--- config.mk ---
export PLATFORM = sky130hd
export DESIGN_NAME = plc_logic_cell
export DESIGN_NICKNAME = d
export VERILOG_FILES = /design/src/shared/plc_pkg.sv /design/src/rtl/plc_logic_cell.sv
export VERILOG_INCLUDE_DIRS = /design/src /design/src/shared
export SDC_FILE = /design/constraint.sdc
export NUM_CORES = 1
export LEC_CHECK = 0
export ABC_AREA = 1
export BUFFER_PORTS_ARGS = -buffer_cell sky130_fd_sc_hd__buf_2
export CAP_MARGIN = 20
export CORE_AREA = 2 2 110 112
export CTS_BUF_LIST = sky130_fd_sc_hd__clkbuf_16
export DETAILED_ROUTE_END_ITERATION = 12
export DIE_AREA = 0 0 112 114
export PLACE_DENSITY = 0.66
export SETUP_SLACK_MARGIN = 0.3
export SYNTH_ARGS = -nofsm -noshare
export SYNTH_HDL_FRONTEND = slang
export SYNTH_SLANG_ARGS = --single-unit
--- constraint.sdc ---
create_clock -name CORE_CLK -period 2.7 [get_ports CORE_CLK]
set_clock_uncertainty 0.1 [all_clocks]
set_input_delay 0.405 -clock CORE_CLK [delete_from_list [all_inputs] [get_ports CORE_CLK]]
set_output_delay 0.405 -clock CORE_CLK [all_outputs]
set_load 0.02 [all_outputs]
--- src/shared/plc_map.svh ---
// register offsets, field positions, reset values of the logic cell
// assumes byte addressing on a 4-bit avalon address, one word a register
// Overview of operation
// - cascade joins lookup output with cascade-in by AND, or by OR via inversion
// - every chained cell adds four inputs, n cells give 4n variables
// - chains past eight cells hop to the group two further along the row
// - a chain stops at the row centre; a new chain starts beyond it
// - four modes: normal, arithmetic, up/down counter, clearable counter
// - seven steered inputs plus clock, clear and preset controls
// - first data line is a synchronous clock enable in every mode
// - normal mode: four-input table, carry-in or third data line selectable
// - packed: fourth data line feeds register, table does three-input function
// - packed register keeps clock enable, clear and preset
// - no packing while the cell sits in a cascade chain
// - arithmetic: two three-input tables give sum and carry-out
// - arithmetic mode may use cascade and carry chains together
// - up/down counter: enable, direction, 2-to-1 load mux, count and carry tables
// - counters load asynchronously through clear and preset
// - clearable counter: synchronous clear replaces direction, ANDed after load mux
// - emulated tri-state: contention gives low, no driver gives high
// - async control from third data line and both group controls
// - clear and preset act low; unused ones held high
// - six asynchronous modes selected at configuration
// - enabled device reset sets the cell register to its reset value, above all other controls
// - preset-capable register may go to one on device reset
// - clear plus preset: control one presets, control two clears
// - register acts as D, T, JK or SR flip-flop, or is bypassed
`ifndef PLC_MAP_SVH
`define PLC_MAP_SVH
`define PLC_ADDR_CTRL 4'h0
`define PLC_ADDR_LUT 4'h4
`define PLC_ADDR_CHAIN 4'h8
`define PLC_ADDR_STATUS 4'hC
`define PLC_F_MODE 0
`define PLC_F_ASYNC 2
`define PLC_F_FF 5
`define PLC_F_PACK 7
`define PLC_F_SWAP 8
`define PLC_F_BYPASS 9
`define PLC_F_CINSEL 10
`define PLC_F_CASOR 11
`define PLC_F_CASEN 12
`define PLC_F_HEAD 13
`define PLC_F_DEVRST 14
`define PLC_F_RSTPRE 15
`define PLC_F_CELL 0
`define PLC_F_GROUP 3
`define PLC_CTRL_RST 16'h0000
`define PLC_LUT_RST 16'h0000
`define PLC_CHAIN_RST 11'h000
`endif

--- src/shared/plc_pkg.sv ---
// types shared by the logic cell and its bench
// assumes plc_map.svh for numeric constants
package plc_pkg;
  typedef enum logic [1:0] {
    PLC_NORMAL, PLC_ARITH, PLC_UPDOWN, PLC_CLRCNT
  } plc_mode_t;
  typedef enum logic [2:0] {
    PLC_A_CLEAR, PLC_A_PRESET, PLC_A_CLRPRE, PLC_A_LDCLR, PLC_A_LDPRE, PLC_A_LOAD
  } plc_async_t;
  typedef enum logic [1:0] {
    PLC_FF_D, PLC_FF_T, PLC_FF_JK, PLC_FF_SR
  } plc_ff_t;
  typedef struct packed {
    logic [3:0] data;
    logic carry_in;
    logic cascade_in;
    logic cell_clk;
    logic group_control_one;
    logic group_control_two;
    logic device_reset;
  } plc_pins_t;
endpackage

--- src/rtl/plc_logic_cell.sv ---
// one programmable logic cell with an avalon-mm configuration slave
// assumes pins are asynchronous to CORE_CLK; cell clock sampled as a level
//
// Added by the designer: the Avalon-MM interface to the registers and the address map.
`timescale 1ns/1ps
`include "plc_map.svh"
module plc_logic_cell #(
  parameter int TRI_WIDTH = 4,
  parameter int CELLS_PER_GROUP = 8,
  parameter int GROUPS_PER_ROW = 36
) (
  input wire logic CORE_CLK,
  input wire logic RST,
  input wire logic CE,
  input wire logic [3:0] AVS_ADDRESS,
  input wire logic AVS_READ,
  input wire logic AVS_WRITE,
  input wire logic [31:0] AVS_WRITEDATA,
  output logic [31:0] AVS_READDATA,
  output logic AVS_WAITREQUEST,
  input wire logic [3:0] DATA_IN,
  input wire logic CARRY_IN,
  input wire logic CASCADE_IN,
  input wire logic CELL_CLK,
  input wire logic GROUP_CONTROL_ONE,
  input wire logic GROUP_CONTROL_TWO,
  input wire logic DEVICE_RESET,
  input wire logic [TRI_WIDTH-1:0] TRI_DRIVE,
  input wire logic [TRI_WIDTH-1:0] TRI_ENABLE,
  output logic LOCAL_OUT,
  output logic ROW_OUT,
  output logic CARRY_OUT,
  output logic CASCADE_OUT,
  output logic TRI_BUS_OUT,
  output logic REG_Q
);

  // groups left of the ram block; the right half starts at HALF
  localparam int HALF = GROUPS_PER_ROW / 2;

  generate
    if (CELLS_PER_GROUP != 8 || GROUPS_PER_ROW < 2 || GROUPS_PER_ROW > 254
        || TRI_WIDTH < 1 || TRI_WIDTH > 32) begin : g_bad_param
      $error("plc_logic_cell: unsupported parameter value");
    end
  endgenerate

  // truth table read, shared by the arithmetic and counter tables
  function automatic logic plc_lut3(input logic [7:0] tbl, input logic [2:0] idx);
    plc_lut3 = tbl[idx];
  endfunction

  // async mode decode: {clear_n, preset_n}
  function automatic logic [1:0] plc_async(input plc_pkg::plc_async_t m,
                                           input logic c1, input logic c2,
                                           input logic ld);
    logic clr_n;
    logic pre_n;
    clr_n = 1'b1;
    pre_n = 1'b1;
    case (m)
      plc_pkg::PLC_A_CLEAR: clr_n = ~(c1 | c2);
      plc_pkg::PLC_A_PRESET: pre_n = ~c1;
      plc_pkg::PLC_A_CLRPRE: begin
        pre_n = ~c1;
        clr_n = ~c2;
      end
      plc_pkg::PLC_A_LDCLR: begin
        pre_n = ~(c1 & ld & ~c2);
        clr_n = ~((c1 & ~ld) | c2);
      end
      plc_pkg::PLC_A_LDPRE: begin
        pre_n = ~((c1 & ld) | c2);
        clr_n = ~(c1 & ~ld & ~c2);
      end
      plc_pkg::PLC_A_LOAD: begin
        pre_n = ~(c1 & ld);
        clr_n = ~(c1 & ~ld);
      end
      default: begin
        clr_n = 1'b1;
        pre_n = 1'b1;
      end
    endcase
    plc_async = {clr_n, pre_n};
  endfunction

  // configuration registers
  logic [15:0] ctrl;
  logic [15:0] lut;
  logic [10:0] chain;

  // pin synchronisers
  plc_pkg::plc_pins_t pin_s1;
  plc_pkg::plc_pins_t pin_s2;
  logic [TRI_WIDTH-1:0] drv_s1;
  logic [TRI_WIDTH-1:0] drv_s2;
  logic [TRI_WIDTH-1:0] en_s1;
  logic [TRI_WIDTH-1:0] en_s2;
  logic clk_prev;
  logic q;

  plc_pkg::plc_pins_t pin_raw;
  assign pin_raw = '{
    data: DATA_IN,
    carry_in: CARRY_IN,
    cascade_in: CASCADE_IN,
    cell_clk: CELL_CLK,
    group_control_one: GROUP_CONTROL_ONE,
    group_control_two: GROUP_CONTROL_TWO,
    device_reset: DEVICE_RESET
  };

  always_ff @(posedge CORE_CLK) begin
    if (RST) begin
      pin_s1 <= '0;
      pin_s2 <= '0;
      drv_s1 <= '0;
      drv_s2 <= '0;
      en_s1 <= '0;
      en_s2 <= '0;
    end else if (CE) begin
      pin_s1 <= pin_raw;
      pin_s2 <= pin_s1;
      drv_s1 <= TRI_DRIVE;
      drv_s2 <= drv_s1;
      en_s1 <= TRI_ENABLE;
      en_s2 <= en_s1;
    end
  end

  // configuration fields
  wire plc_pkg::plc_mode_t mode = plc_pkg::plc_mode_t'(ctrl[`PLC_F_MODE +: 2]);
  wire plc_pkg::plc_async_t amode = plc_pkg::plc_async_t'(ctrl[`PLC_F_ASYNC +: 3]);
  wire plc_pkg::plc_ff_t ftype = plc_pkg::plc_ff_t'(ctrl[`PLC_F_FF +: 2]);
  wire pack_req = ctrl[`PLC_F_PACK];
  wire swap = ctrl[`PLC_F_SWAP];
  wire bypass = ctrl[`PLC_F_BYPASS];
  wire cin_sel = ctrl[`PLC_F_CINSEL];
  wire cas_or = ctrl[`PLC_F_CASOR];
  wire cas_en = ctrl[`PLC_F_CASEN];
  wire head = ctrl[`PLC_F_HEAD];
  wire devrst_en = ctrl[`PLC_F_DEVRST];
  wire rst_pre = ctrl[`PLC_F_RSTPRE];
  wire [2:0] cell_idx = chain[`PLC_F_CELL +: 3];
  wire [7:0] group_idx = chain[`PLC_F_GROUP +: 8];

  // synchronised pins
  wire [3:0] d = pin_s2.data;
  wire cin = pin_s2.carry_in;
  wire cas = pin_s2.cascade_in;
  wire c1 = pin_s2.group_control_one;
  wire c2 = pin_s2.group_control_two;
  // cell clock seen as a level; its rise shows in the same cycle as the synchronised level
  wire clk_rise = pin_s2.cell_clk & ~clk_prev;

  // chain placement: hop two groups on, stop at the row centre
  wire [7:0] half = 8'(HALF);
  wire last_cell = cell_idx == 3'(CELLS_PER_GROUP - 1);
  wire [8:0] hop = {1'b0, group_idx} + 9'h002;
  wire chain_break = last_cell &&
    ((group_idx < half && hop >= {1'b0, half}) ||
     hop >= 9'(GROUPS_PER_ROW));
  wire [7:0] next_group = last_cell ? hop[7:0] : group_idx;
  wire centre_start = cell_idx == 3'h0 &&
    (group_idx == half || group_idx == half + 8'h01);

  // cascade-in seen by this cell
  wire neutral = ~cas_or;
  wire cas_eff = (~cas_en | head | centre_start) ? neutral : cas;

  // packing only when not on a cascade chain
  wire packed_on = pack_req & ~cas_en & (mode == plc_pkg::PLC_NORMAL);
  wire pack_refused = pack_req & cas_en;

  // normal mode table
  wire sel_in = cin_sel ? cin : d[2];
  wire [3:0] idx_n = {packed_on ? 1'b0 : d[3], sel_in, d[1], d[0]};
  wire lut_n = lut[idx_n];

  // arithmetic tables: sum low half, carry high half
  wire [2:0] idx_a = {cin, d[3], d[1]};
  wire sum_a = plc_lut3(lut[7:0], idx_a);
  wire cout_a = plc_lut3(lut[15:8], idx_a);

  // counter tables: direction on cascade-in in up/down mode
  wire updown = mode == plc_pkg::PLC_UPDOWN;
  wire [2:0] idx_c = {updown ? cas : 1'b0, cin, q};
  wire cnt_tbl = plc_lut3(lut[7:0], idx_c);
  wire cout_c = plc_lut3(lut[15:8], idx_c);
  wire cnt_bit = d[1] ? cnt_tbl : q;
  wire ld_mux = d[3] ? d[2] : cnt_bit;
  wire clr_cnt = ld_mux & cas;

  // cascade combine, OR by inverting inputs and output of an AND
  wire casc_src = mode == plc_pkg::PLC_ARITH ? sum_a : lut_n;
  wire casc_and = ~(~casc_src & ~cas_eff);
  wire casc_comb = cas_or ? casc_and : (casc_src & cas_eff);

  // per-mode selection
  logic comb_o;
  logic carry_o;
  logic casc_o;
  logic reg_d;
  always_comb begin
    comb_o = lut_n;
    carry_o = 1'b0;
    casc_o = neutral;
    reg_d = lut_n;
    case (mode)
      plc_pkg::PLC_NORMAL: begin
        comb_o = lut_n;
        casc_o = casc_comb;
        reg_d = packed_on ? d[3] : lut_n;
      end
      plc_pkg::PLC_ARITH: begin
        comb_o = sum_a;
        carry_o = cout_a;
        casc_o = casc_comb;
        reg_d = sum_a;
      end
      plc_pkg::PLC_UPDOWN: begin
        comb_o = cnt_tbl;
        carry_o = cout_c;
        reg_d = ld_mux;
      end
      plc_pkg::PLC_CLRCNT: begin
        comb_o = cnt_tbl;
        carry_o = cout_c;
        reg_d = clr_cnt;
      end
      default: begin
        comb_o = lut_n;
        carry_o = 1'b0;
        casc_o = neutral;
        reg_d = lut_n;
      end
    endcase
  end

  // flip-flop personality; second operand from the second data line
  logic ff_next;
  always_comb begin
    ff_next = reg_d;
    case (ftype)
      plc_pkg::PLC_FF_D: ff_next = reg_d;
      plc_pkg::PLC_FF_T: ff_next = q ^ reg_d;
      plc_pkg::PLC_FF_JK: ff_next = (reg_d & ~q) | (~d[1] & q);
      plc_pkg::PLC_FF_SR: ff_next = reg_d | (~d[1] & q);
      default: ff_next = reg_d;
    endcase
  end

  // asynchronous controls and device reset
  wire [1:0] ctl_n = plc_async(amode, c1, c2, d[2]);
  wire clear_n = ctl_n[1];
  wire preset_n = ctl_n[0];
  wire has_pre = amode == plc_pkg::PLC_A_PRESET || amode == plc_pkg::PLC_A_CLRPRE ||
                 amode == plc_pkg::PLC_A_LDPRE;
  wire dev_rst = devrst_en & pin_s2.device_reset;
  wire rst_val = rst_pre & has_pre;

  // priority: device reset, clear, preset, then the cell clock
  logic next_q;
  always_comb begin
    next_q = q;
    if (dev_rst) begin
      next_q = rst_val;
    end else if (!clear_n) begin
      next_q = 1'b0;
    end else if (!preset_n) begin
      next_q = 1'b1;
    end else if (clk_rise && d[0]) begin
      next_q = ff_next;
    end
  end

  always_ff @(posedge CORE_CLK) begin
    if (RST) begin
      q <= 1'b0;
      clk_prev <= 1'b0;
    end else if (CE) begin
      q <= next_q;
      clk_prev <= pin_s2.cell_clk;
    end
  end

  // output steering
  wire reg_view = bypass ? comb_o : next_q;
  wire next_local = packed_on ? (swap ? next_q : lut_n) : reg_view;
  wire next_row = packed_on ? (swap ? lut_n : next_q) : reg_view;

  // emulated tri-state bus
  logic [TRI_WIDTH-1:0] drv_on;
  genvar gi;
  generate
    for (gi = 0; gi < TRI_WIDTH; gi++) begin : g_tri
      assign drv_on[gi] = drv_s2[gi] & en_s2[gi];
    end
  endgenerate
  // contention resolves low, an idle bus reads high
  wire any_en = |en_s2;
  wire multi_en = |(en_s2 & (en_s2 - 1'b1));
  wire next_tri = multi_en ? 1'b0 : (any_en ? |drv_on : 1'b1);

  always_ff @(posedge CORE_CLK) begin
    if (RST) begin
      LOCAL_OUT <= 1'b0;
      ROW_OUT <= 1'b0;
      CARRY_OUT <= 1'b0;
      CASCADE_OUT <= 1'b1;
      TRI_BUS_OUT <= 1'b1;
      REG_Q <= 1'b0;
    end else if (CE) begin
      LOCAL_OUT <= next_local;
      ROW_OUT <= next_row;
      CARRY_OUT <= carry_o;
      CASCADE_OUT <= casc_o;
      TRI_BUS_OUT <= next_tri;
      REG_Q <= next_q;
    end
  end

  // avalon slave: waitrequest drops one cycle after the request
  logic ack;
  wire req = AVS_READ | AVS_WRITE;
  wire hit_ctrl = AVS_ADDRESS == `PLC_ADDR_CTRL;
  wire hit_lut = AVS_ADDRESS == `PLC_ADDR_LUT;
  wire hit_chain = AVS_ADDRESS == `PLC_ADDR_CHAIN;
  wire hit_stat = AVS_ADDRESS == `PLC_ADDR_STATUS;
  // a write lands on the edge after the one that drops waitrequest
  wire wr_go = AVS_WRITE & ack;
  // status from q up to the next group; upper bits read zero
  wire [31:0] status = {17'h00000, next_group, chain_break, pack_refused,
                        CASCADE_OUT, CARRY_OUT, ROW_OUT, LOCAL_OUT, q};
  // read data latched on the taking edge, held through the answer
  wire [31:0] rd_mux = hit_ctrl ? {16'h0000, ctrl} :
                       hit_lut ? {16'h0000, lut} :
                       hit_chain ? {21'h000000, chain} :
                       hit_stat ? status : 32'h00000000;

  always_ff @(posedge CORE_CLK) begin
    if (RST) begin
      ack <= 1'b0;
      AVS_WAITREQUEST <= 1'b1;
      AVS_READDATA <= 32'h00000000;
    end else if (CE) begin
      ack <= req & ~ack;
      AVS_WAITREQUEST <= ~(req & ~ack);
      if (AVS_READ && !ack) begin
        AVS_READDATA <= rd_mux;
      end
    end
  end

  // configuration writes; tables change only by software
  always_ff @(posedge CORE_CLK) begin
    if (RST) begin
      ctrl <= `PLC_CTRL_RST;
      lut <= `PLC_LUT_RST;
      chain <= `PLC_CHAIN_RST;
    end else if (CE && wr_go) begin
      // status and unmapped offsets ignore writes
      if (hit_ctrl) begin
        ctrl <= AVS_WRITEDATA[15:0];
      end
      if (hit_lut) begin
        lut <= AVS_WRITEDATA[15:0];
      end
      if (hit_chain) begin
        chain <= AVS_WRITEDATA[10:0];
      end
    end
  end

endmodule // plc_logic_cell

Word level (Yosys, flattened, before mapping)
Cells that the tools add are included.
{ "word_totals": {"ff_bits": 120, "in_bits": 59, "out_inout_bits": 39, "elab_cells": 175} }
{ "op_classes": {"addsub": 2, "order_cmp": 6, "n_eq_ne": 17, "muxes": 42, "bitwise": 51, "n_reduce_logical": 26} }
{ "ops": {"columns": ["operator", "count"], "rows": [
  ["16-bit 2-to-1 mux", 2],
  ["15-bit 2-to-1 mux", 2],
  ["1-bit 2-to-1 mux", 26],
  ["1-bit AND", 21],
  ["1-bit NOT", 20],
  ["8-bit by 5-bit == test with 1-bit output (second input constant)", 2],
  ["1-bit binary-select mux with 3-bit select", 4],
  ["1-bit case mux with 4 select lines", 3],
  ["4-bit OR reduction", 3],
  ["8-bit by 2-bit adder with 9-bit output (second input constant)", 1],
  ["3-bit == test (second input constant)", 3],
  ["9-bit by 5-bit greater-or-equal comparator with 1-bit output (second input constant)", 1],
  ["9-bit by 6-bit greater-or-equal comparator with 1-bit output (second input constant)", 1],
  ["2-bit == test (second input constant)", 4],
  ["4-bit == test (second input constant)", 2],
  ["3-bit by 4-bit < comparator with 1-bit output (second input constant)", 2],
  ["8-bit by 5-bit < comparator with 1-bit output (second input constant)", 1],
  ["8-bit 2-to-1 mux", 1],
  ["1-bit bitwise OR", 8],
  ["2-bit AND reduction", 4],
  ["3-bit by 2-bit == test with 1-bit output (second input constant)", 2],
  ["1-bit logical AND", 6],
  ["3-bit logical NOT", 2],
  ["2-bit OR reduction", 3],
  ["15 further kinds", 20]
]} }

Logic depth before layout (Yosys ltp)
Gate-level depths: netlist of run 1.
{ "depth": {"depth_word": 17, "depth_mapped": 21, "mapped_depth_nobuf": 20} }

Worst setup path before layout of run 1
No wires, ideal clock.
{ "synth_path": {"path_type": "register -> register", "start": "register, netlist name REG_Q", "end": "register LOCAL_OUT", "arrival_ps": 2246, "slack_ps": 284, "stages_incl_launch_ff": 20, "n_path_buf": 1, "period_less_slack_ps": 2416, "path_cell_list": "dfxtp_1 -> clkbuf_1 -> nand2_1 -> nand3_1 -> nand3_1 -> nand3_1 -> nand2_1 -> nand2_1 -> nand2_1 -> and2_1 -> ha_1 -> o21ai_0 -> o21ai_0 -> nand2_1 -> nand2_1 -> nand2_1 -> nand2_2 -> nand4_1 -> nand2_1 -> a21oi_1"} }
{ "synth_lines": {"columns": ["item", "line", "source"], "rows": [
  ["to (signal assigned)", "plc_logic_cell.sv:315", "LOCAL_OUT <= next_local;"],
  ["to (decl)", "plc_logic_cell.sv:30", "output logic LOCAL_OUT,"]
]} }

Worst setup path after layout of run 1
{ "layout_path": {"start": "register, netlist name d[1]", "end": "register REG_Q"} }
{ "layout_via": {"elab_chain_cells": 11} }
{ "layout_lines": {"columns": ["item", "line", "source"], "rows": [
  ["1-bit binary-select mux with 4-bit select / 1-bit 2-to-1 mux (equally long branches)", "plc_logic_cell.sv:179, plc_logic_cell.sv:191", null],
  ["1-bit 2-to-1 mux (on tied branches)", "plc_logic_cell.sv:179, plc_logic_cell.sv:192", null],
  ["1-bit 2-to-1 mux / 1-bit AND (equally long branches)", "plc_logic_cell.sv:214, plc_logic_cell.sv:193", null],
  ["1-bit case mux with 4 select lines", "plc_logic_cell.sv:210", "case (mode)"],
  ["1-bit AND", "plc_logic_cell.sv:248", "plc_pkg::PLC_FF_JK: ff_next = (reg_d & ~q) | (~d[1] & q);"],
  ["1-bit bitwise OR", "plc_logic_cell.sv:248", null],
  ["1-bit case mux with 4 select lines (*)", "plc_logic_cell.sv:245", "case (ftype)"],
  ["1-bit 2-to-1 mux (*)", "plc_logic_cell.sv:273", "end else if (clk_rise && d[0]) begin"],
  ["1-bit 2-to-1 mux (*)", "plc_logic_cell.sv:271", "end else if (!preset_n) begin"],
  ["1-bit 2-to-1 mux (*)", "plc_logic_cell.sv:269", "end else if (!clear_n) begin"],
  ["1-bit 2-to-1 mux (*)", "plc_logic_cell.sv:267", "if (dev_rst) begin"],
  ["to (signal assigned)", "plc_logic_cell.sv:320", "REG_Q <= next_q;"],
  ["to (decl)", "plc_logic_cell.sv:35", "output logic REG_Q"]
]} }
Every way passes the cells marked *; elsewhere a longest branch is shown, timed or not. The select of a mux whose other input is x is not followed.
A chain may end at the register's enable or synchronous reset.

==> results.sh, run 1 <==
export IMPL_timing_setup_critical_path_class="flop to flop"
export IMPL_critical_path_endpoint_type="flop"
export IMPL_fp_dieArea_mm2=0.0128
export IMPL_tritoncts="done"
export IMPL_cpMostUsedCell="sky130_fd_sc_hd__nand2_2"
export IMPL_largest_net_degree_at_the_start_of_global_routing=76
export IMPL_crit_chain="buf_12 -> nand2_2 -> nand3_2 -> nand3_2 -> nand3b_1 -> nand2_2 -> nand2_2 -> nand2_2 -> and2_4 -> ha_4 -> nand2_2 -> nand2_1 -> o21ai_1 -> nand2_1 -> nand2_1 -> nand2_1 -> nand2_2 -> nand3_1 -> o211ai_1 -> inv_1"
export IMPL_crit_path_required_time_ns=2.84
export IMPL_core_area_mm2=0.0117
export IMPL_grt_total_ovfl=0
export IMPL_grt_first_pass_wirelength_mm=24.8
export IMPL_hold_buffers=0
export IMPL_synth_compound_area_share_pct=26.8
export IMPL_synth_top_cell_by_area="sky130_fd_sc_hd__dfxtp_1"
export IMPL_ff2ff_path_depth=20
export IMPL_die_h_um=114
export IMPL_drt_drc_violations_left=0
export IMPL_timing_final_hold_violations=0
export IMPL_ys_warnings_count=0
export IMPL_min_delay_path_depth=3
export IMPL_path_delay_family="simple AND/OR/NAND/NOR gates"
export IMPL_leakagePower_nw=2.62
export IMPL_synth_xor_xnor_area_share_pct=0.687
export IMPL_timing_reg2reg_setup_slack_ns=0.20
export IMPL_cts_buffers=9
export IMPL_cts_max_level=3
export IMPL_floorplan_initialDensity_pct=43.5
export IMPL_period_needed_ns=2.50
export IMPL_dominant_combinational_cell_family_by_area_after_synthesis="compound AO/OA/AOI/OAI gates"
export IMPL_top_level_ports=98
export IMPL_layout_area_overhead_vs_synth_pct=22.9
export IMPL_timing_hold_ws_ns=0.170
export IMPL_synth_top_area_share_pct=40.9
export IMPL_crit_reg_reg_startpoint="d[1]$_SDFFE_PP0P_"
export IMPL_synth_adder_area_share_pct=0.982
export IMPL_syn_area_mm2=0.00510
export IMPL_first_global_vias=4752
export IMPL_number_of_buffers_and_inverters_on_the_critical_path=2
export IMPL_detailed_place_hpwl_mm=11.5
export IMPL_critical_path_max_stage_delay_ns=0.42
export IMPL_detailroute_via_count=5349
export IMPL_worst_hold_path_type="input pin to flop"
export IMPL_postRouteWirelength_mm=16.0
export IMPL_grtUsageTotal_pct=24.7
export IMPL_finalSetupTns_ns=0
export IMPL_final_report_max_slew_violation_count=0
export IMPL_timing_max_slew_rel_slack_pct=61.1
export IMPL_synth_main_ff_cell="sky130_fd_sc_hd__dfxtp_1"
export IMPL_synth_area_mux_share_pct=0
export IMPL_grt_antenna_before_repair=0
export IMPL_synthCells=734
export IMPL_rows=40
export IMPL_worstHoldEndpoint="drv_s1[0]$_SDFFE_PP0P_"
export IMPL_drive_above_1_share_pct=22.9
export IMPL_post_route_worst_setup_slack_ns=0.204
export IMPL_placement_setup_worst_slack_ns=0.0786
export IMPL_critical_path_startpoint_type="flop"
export IMPL_nets=872
export IMPL_crit_path_max_fanout=5
export IMPL_postSynthAreaPerCell_um2=6.94
export IMPL_place_port_buffers=65
export IMPL_ys_seq_area_share_pct=40.9
export IMPL_ys_top_cells_by_area="sky130_fd_sc_hd__dfxtp_1 41%, sky130_fd_sc_hd__o21ai_0 12%, sky130_fd_sc_hd__a21oi_1 7.8%"
export IMPL_fill_cells=1196
export IMPL_ys_types=37
export IMPL_numClockSinks=104
export IMPL_cp_arrival_ns=2.64
export IMPL_worst_setup_hold_path_clk_slew_ns=0.07
export IMPL_synth_simple_area_share_pct=18.8
export IMPL_antenna_left=0
export IMPL_placedInstanceArea_mm2=0.00559
export IMPL_cts_root_buffer="sky130_fd_sc_hd__clkbuf_16"
export IMPL_die_x_um=112
export IMPL_diodes=0
export IMPL_rsz0062_at_grt="true"
export IMPL_finalWeightedCongestion=0.934
export IMPL_critical_path_reg2reg_endpoint="REG_Q$_SDFFE_PP0P_"
export IMPL_routedWlPerCell_um=16.7
export IMPL_synth_async_sr_flop_share_pct=0
export IMPL_placed_cells=928
export IMPL_finalNonFillerCells=960
export IMPL_worst_slew_pin_transition_ns=0.583
export IMPL_number_of_synthesized_flops_with_an_enable_pin=0
export IMPL_power_ir_vdd_worst_mv=0.325
export IMPL_synth_seq_cells=104
export IMPL_route_detailed_vias_per_inst=5.57
export IMPL_timing_final_setup_violations=0
export IMPL_worstHoldStart="TRI_DRIVE[0]"
export IMPL_drt_first_pass_iters=6
export IMPL_fmax_mhz=401
export IMPL_cp_slowest_cell="sky130_fd_sc_hd__dfxtp_4"
export IMPL_drv_max_cap_violation_count=0
export IMPL_drt_first_iter_violations=533
export IMPL_insertion_delay_ns=0.35
export IMPL_layout_worst_path_cycle_share_pct=92.5
export IMPL_postLayoutCellArea_mm2=0.00626
export IMPL_pwr_density_cell_mw_per_mm2=556
export IMPL_cts_root_to_sink_buffers=2
export IMPL_run_status="completed"
==> logic make-up (layout without fill, tap and decap cells) <==
logic type      after synthesis  after routing
compound gates              250            250
simple gates                230            230
buf+inv                     141            205
flops                       104            104
fa+ha+maj                     4              4
xor+xnor                      4              4
other cells                   1             16
==> worst register-to-register path, delay by kind of cell, from the launching register on <==
kind / cells / cell delay, ns
compound gates: 2 / 0.28
fa+ha+maj: 1 / 0.15
flops: 1 / 0.42
buf+inv: 2 / 0.19
simple gates: 15 / 1.27
==> flip-flops by register name, summed over array words and instances, names as in the netlist, 4 cells and up <==
signal        flops
chain            11
en_s1             4
drv_s2            4
drv_s1            4
d                 4
pin_s1           10
ctrl             16
AVS_READDATA     16
en_s2             4
lut              16
==> where the power goes <==
part           switching, mW  internal [mW]
logic                  0.279          0.172
registers             0.0443           1.60
clock network          0.584          0.806
==> per-layer routing <==
layer,global-route usage (%),up-vias,share of wire [%]
li1,-,2596,-
met1,32.7,2472,44
met2,38.7,238,45
met3,4.46,43,7.1
met4,13.1,0,4.2
met5,0,-,0
==> layout by cell type (no fill, tap or decap), types with 5 or more instances in the layout <==
| master | n |
|---|---|
| sky130_fd_sc_hd__dfxtp_1 | 92 |
| sky130_fd_sc_hd__o211ai_1 | 7 |
| sky130_fd_sc_hd__nand2_1 | 75 |
| sky130_fd_sc_hd__a221oi_1 | 6 |
| sky130_fd_sc_hd__o21ai_0 | 121 |
| sky130_fd_sc_hd__inv_1 | 74 |
| sky130_fd_sc_hd__clkbuf_16 | 10 |
| sky130_fd_sc_hd__buf_2 | 65 |
| sky130_fd_sc_hd__o22ai_1 | 5 |
| sky130_fd_sc_hd__a21oi_1 | 77 |
| sky130_fd_sc_hd__buf_4 | 32 |
| sky130_fd_sc_hd__inv_2 | 11 |
| sky130_fd_sc_hd__a31oi_1 | 11 |
| sky130_fd_sc_hd__conb_1 | 16 |
| sky130_fd_sc_hd__nand3_2 | 20 |
| sky130_fd_sc_hd__dfxtp_2 | 10 |
| sky130_fd_sc_hd__nand2_2 | 11 |
| sky130_fd_sc_hd__nor3_1 | 6 |
| sky130_fd_sc_hd__nand3_1 | 25 |
| sky130_fd_sc_hd__nor2_1 | 84 |
| sky130_fd_sc_hd__o221ai_1 | 7 |
==> worst max-delay path by stage <==
stage | from | end | slack (ns) | depth (start not counted)
after floorplan | REG_Q$_SDFFE_PP0P_ | LOCAL_OUT$_SDFFE_PP0P_ | 0.31 | 20
after global placement | d[2]$_SDFFE_PP0P_ | LOCAL_OUT$_SDFFE_PP0P_ | 0.16 | 18
after detailed placement | d[2]$_SDFFE_PP0P_ | LOCAL_OUT$_SDFFE_PP0P_ | 0.08 | 19
after CTS | d[2]$_SDFFE_PP0P_ | CASCADE_OUT$_SDFFE_PP1P_ | 0.29 | 17
after global routing | d[1]$_SDFFE_PP0P_ | REG_Q$_SDFFE_PP0P_ | 0.08 | 20
final | d[1]$_SDFFE_PP0P_ | REG_Q$_SDFFE_PP0P_ | 0.20 | 20
==> cells in the mapped netlist (2+ instances only) <==
cell type / n
sky130_fd_sc_hd__o211ai_1: 7
sky130_fd_sc_hd__inv_1: 82
sky130_fd_sc_hd__nor3_1: 7
sky130_fd_sc_hd__a221oi_1: 6
sky130_fd_sc_hd__o21ai_1: 2
sky130_fd_sc_hd__a211oi_1: 2
sky130_fd_sc_hd__o31ai_1: 2
sky130_fd_sc_hd__a21oi_1: 79
sky130_fd_sc_hd__xor2_1: 3
sky130_fd_sc_hd__nand2_2: 3
sky130_fd_sc_hd__dfxtp_1: 104
sky130_fd_sc_hd__buf_4: 16
sky130_fd_sc_hd__o22ai_1: 5
sky130_fd_sc_hd__ha_1: 4
sky130_fd_sc_hd__o221ai_1: 7
sky130_fd_sc_hd__nand2_1: 84
sky130_fd_sc_hd__nor3_2: 2
sky130_fd_sc_hd__o21ai_0: 124
sky130_fd_sc_hd__nor2_1: 85
sky130_fd_sc_hd__a31oi_1: 11
sky130_fd_sc_hd__nand3_1: 45
sky130_fd_sc_hd__inv_2: 4
sky130_fd_sc_hd__clkbuf_1: 36
==> metrics by stage <==
stage / total power [mW] / util (%)
floorplan: 1.93 / -
global placement: 2.04 / 47.7
detailed placement: 2.05 / 47.7
CTS: 3.44 / 51.1
global route: 3.63 / 53.5
finish: 3.48 / 53.5
==> cell type report <==
| cell class | count | area [µm²] | share of cell area [%] |
|---|---|---|---|
| inverter | 87 | 337 | 5.37 |
| clock inverter | 6 | 85.1 | 1.36 |
| sequential | 104 | 2100 | 33.6 |
| clock buffer | 9 | 225 | 3.60 |
| timing repair buffer | 103 | 673 | 10.7 |
| tap | 147 | 184 | 2.94 |
| multi-input combinational | 504 | 2660 | 42.4 |
==> what timing repair did <==
item,4_1_cts,5_1_grt
buffers inserted,8,8
pin swaps,2,21
cloned,0,1
setup endpoints to repair,4,5
gates resized for setup,17,55
(Power assumes the default switching activity.)
==> inputs of run 2 (changes only) <==
--- a/config.mk
+++ b/config.mk
@@ -13,8 +13,8 @@
 export CTS_BUF_LIST = sky130_fd_sc_hd__clkbuf_16
 export DETAILED_ROUTE_END_ITERATION = 12
 export DIE_AREA = 0 0 112 114
-export PLACE_DENSITY = 0.66
-export SETUP_SLACK_MARGIN = 0.3
+export PLACE_DENSITY = 0.68
+export SETUP_SLACK_MARGIN = 0.1
 export SYNTH_ARGS = -nofsm -noshare
 export SYNTH_HDL_FRONTEND = slang
 export SYNTH_SLANG_ARGS = --single-unit
==> constraint.sdc (replaced) <==
create_clock -name CORE_CLK -period 2.1 [get_ports CORE_CLK]
set_clock_uncertainty 0.1 [all_clocks]
set_input_delay 0.315 -clock CORE_CLK [delete_from_list [all_inputs] [get_ports CORE_CLK]]
set_output_delay 0.315 -clock CORE_CLK [all_outputs]
set_load 0.02 [all_outputs]
==> results.sh, run 2 (synthesis results as in run 1) <==
export IMPL_cts_buffers=9
export IMPL_path_delay_family="simple AND/OR/NAND/NOR gates"
export IMPL_timing_final_setup_violations=4
export IMPL_power_ir_vdd_worst_mv=0.556
export IMPL_cpMostUsedCell="sky130_fd_sc_hd__nand2_2"
export IMPL_largest_net_degree_at_the_start_of_global_routing=40
export IMPL_drt_first_pass_iters=5
export IMPL_crit_chain="buf_8 -> nand2_4 -> nand3_2 -> nand3_2 -> nand3b_1 -> nand2_2 -> nand2_2 -> nand2_2 -> and2_4 -> ha_4 -> o21ai_2 -> o21ai_2 -> nand2_1 -> nand2_1 -> nand2_1 -> nand2_2 -> nand4_1 -> nand2_2 -> a21oi_2"
export IMPL_cts_max_level=3
export IMPL_fmax_mhz=406
export IMPL_largestRegisters="AVS_READDATA (16), ctrl (16), lut (16)"
export IMPL_antenna_left=0
export IMPL_placement_setup_worst_slack_ns=-0.306
export IMPL_layout_area_overhead_vs_synth_pct=37.2
export IMPL_met3_usage_pct=3.67
export IMPL_worst_setup_hold_path_clk_slew_ns=0.08
export IMPL_power_report_internal_total_mw=3.26
export IMPL_place_port_buffers=65
export IMPL_timing_hold_ws_ns=0.0765
export IMPL_route_detailed_vias_per_inst=5.38
export IMPL_core_area_mm2=0.0117
export IMPL_placedInstanceArea_mm2=0.00614
export IMPL_fp_dieArea_mm2=0.0128
export IMPL_tritoncts="done"
export IMPL_timing_final_hold_violations=0
export IMPL_finalWeightedCongestion=0.990
export IMPL_netSwitchingFraction_pct=27.4
export IMPL_timing_setup_critical_path_class="flop to flop"
export IMPL_first_global_vias=5096
export IMPL_critical_path_endpoint_type="flop"
export IMPL_worst_hold_path_type="input pin to flop"
export IMPL_die_x_um=112
export IMPL_power_clock_fraction_pct=38.2
export IMPL_grtUsageTotal_pct=26.5
export IMPL_power_share_sequential_pct=46.7
export IMPL_nets=955
export IMPL_cts_root_to_sink_buffers=2
export IMPL_finalSetupTns_ns=-1.14
export IMPL_detailed_place_hpwl_mm=12.4
export IMPL_cts_root_buffer="sky130_fd_sc_hd__clkbuf_16"
export IMPL_rsz0062_at_grt="true"
export IMPL_grt_total_ovfl=0
export IMPL_routedWlPerCell_um=16.4
export IMPL_number_of_buffers_and_inverters_on_the_critical_path=1
export IMPL_layout_worst_path_cycle_share_pct=117
export IMPL_numClockSinks=104
export IMPL_post_route_worst_setup_slack_ns=-0.362
export IMPL_postLayoutCellArea_mm2=0.00699
export IMPL_min_delay_path_depth=3
export IMPL_critical_path_max_stage_delay_ns=0.40
export IMPL_crit_path_required_time_ns=2.30
export IMPL_net_switching_component_of_the_power_mw=1.23
export IMPL_cp_slowest_cell="sky130_fd_sc_hd__dfxtp_4"
export IMPL_rows=40
export IMPL_gr_met2_demand_resource_pct=44.4
export IMPL_run_status="complete, but fails checks"
export IMPL_ff2ff_path_depth=19
export IMPL_leakagePower_nw=3.03
export IMPL_cp_arrival_ns=2.66
export IMPL_floorplan_initialDensity_pct=43.5
export IMPL_timing_max_slew_rel_slack_pct=51.8
export IMPL_most_common_cell_after_layout_fill_and_taps_aside="sky130_fd_sc_hd__o21ai_0"
export IMPL_pwr_density_cell_mw_per_mm2=642
export IMPL_layout_cells_most_common_list="120 x sky130_fd_sc_hd__o21ai_0, 116 x sky130_fd_sc_hd__buf_4, 94 x sky130_fd_sc_hd__dfxtp_1"
export IMPL_final_report_max_slew_violation_count=0
export IMPL_drv_max_cap_violation_count=0
export IMPL_comb_power_share_pct=15.0
export IMPL_grt_antenna_before_repair=0
export IMPL_diodes=0
export IMPL_top_level_ports=98
export IMPL_detailroute_via_count=5619
export IMPL_worstSetupPathDepth=19
export IMPL_crit_path_max_fanout=6
export IMPL_violated_checks="negative setup slack"
export IMPL_die_h_um=114
export IMPL_grt_first_pass_wirelength_mm=26.5
export IMPL_drt_drc_violations_left=0
export IMPL_drive_above_1_share_pct=32.1
export IMPL_met1_track_utilization_from_global_routing_pct=34.6
export IMPL_grt_busiest_layer="met2"
export IMPL_postRouteWirelength_mm=17.1
export IMPL_fill_cells=1114
export IMPL_drt_first_iter_violations=473
export IMPL_critical_path_startpoint_type="flop"
export IMPL_insertion_delay_ns=0.36
export IMPL_period_needed_ns=2.46
export IMPL_worst_slew_pin_transition_ns=0.721
-- run 2: per-stage QoR --
stage / util, % / std cells / total power [mW]
global placement: 52.4 / 1005 / 2.68
CTS: 58.3 / 1043 / 4.46
floorplan: - / 749 / 2.49
global route: 59.7 / 1044 / 4.67
detailed placement: 52.4 / 1005 / 2.69
finish: 59.7 / 1044 / 4.49
-- run 2: layout make-up --
cell class | count | area [µm²] | share of cell area, %
Clock buffer | 9 | 225 | 3.22
Clock inverter | 7 | 71.3 | 1.02
Inverter | 87 | 337 | 4.81
Multi-Input combinational cell | 504 | 2810 | 40.2
Sequential cell | 104 | 2110 | 30.1
Tap cell | 147 | 184 | 2.63
Timing Repair Buffer | 186 | 1260 | 18.0
-- run 2: power by group through the flow --
stage,Sequential [mW],Clock (mW),Combinational [mW]
4_1_cts,2.10,1.73,0.634
6_report,2.10,1.72,0.676
3_3_place_gp,2.14,0,0.535
3_5_place_dp,2.14,0,0.544
2_1_floorplan,2.16,0,0.323
5_1_grt,2.11,1.82,0.740
-- run 2: worst register-to-register path: stages, from the launching register on --
cell                       delay, ns
sky130_fd_sc_hd__dfxtp_4        0.40
sky130_fd_sc_hd__buf_8          0.14
sky130_fd_sc_hd__nand2_4        0.06
sky130_fd_sc_hd__nand3_2        0.07
sky130_fd_sc_hd__nand3_2        0.06
sky130_fd_sc_hd__nand3b_1       0.17
sky130_fd_sc_hd__nand2_2        0.09
sky130_fd_sc_hd__nand2_2        0.08
sky130_fd_sc_hd__nand2_2        0.06
sky130_fd_sc_hd__and2_4         0.15
sky130_fd_sc_hd__ha_4           0.23
sky130_fd_sc_hd__o21ai_2        0.14
sky130_fd_sc_hd__o21ai_2        0.07
sky130_fd_sc_hd__nand2_1        0.06
sky130_fd_sc_hd__nand2_1        0.06
sky130_fd_sc_hd__nand2_1        0.09
sky130_fd_sc_hd__nand2_2        0.07
sky130_fd_sc_hd__nand4_1        0.10
sky130_fd_sc_hd__nand2_2        0.08
sky130_fd_sc_hd__a21oi_2        0.12
-- run 2: path summary, 6_finish.rpt --
kind / startpoint / endpoint / slack [ns]
max: d[1]$_SDFFE_PP0P_ / LOCAL_OUT$_SDFFE_PP0P_ / -0.36
min: TRI_DRIVE[1] / drv_s1[1]$_SDFFE_PP0P_ / 0.08
max reg2reg: d[1]$_SDFFE_PP0P_ / LOCAL_OUT$_SDFFE_PP0P_ / -0.36
min reg2reg: drv_s2[2]$_SDFFE_PP0P_ / drv_s2[2]$_SDFFE_PP0P_ / 0.36
-- run 2: what timing repair did --
| action | 4_1_cts | 5_1_grt |
|---|---|---|
| buffers inserted | 22 | 5 |
| endpoints found under the setup margin | 5 | 6 |
| cloned | 0 | 0 |
| pin swaps | 31 | 26 |
| resized for setup | 55 | 40 |
| hold buffers | 0 | 0 |
-- run 2: metal layers --
metal / up-vias / share of wire, %
li1: 2757 / -
met3: 38 / 6.6
met5: - / 0
met1: 2591 / 43
met2: 233 / 47
met4: 0 / 3.1
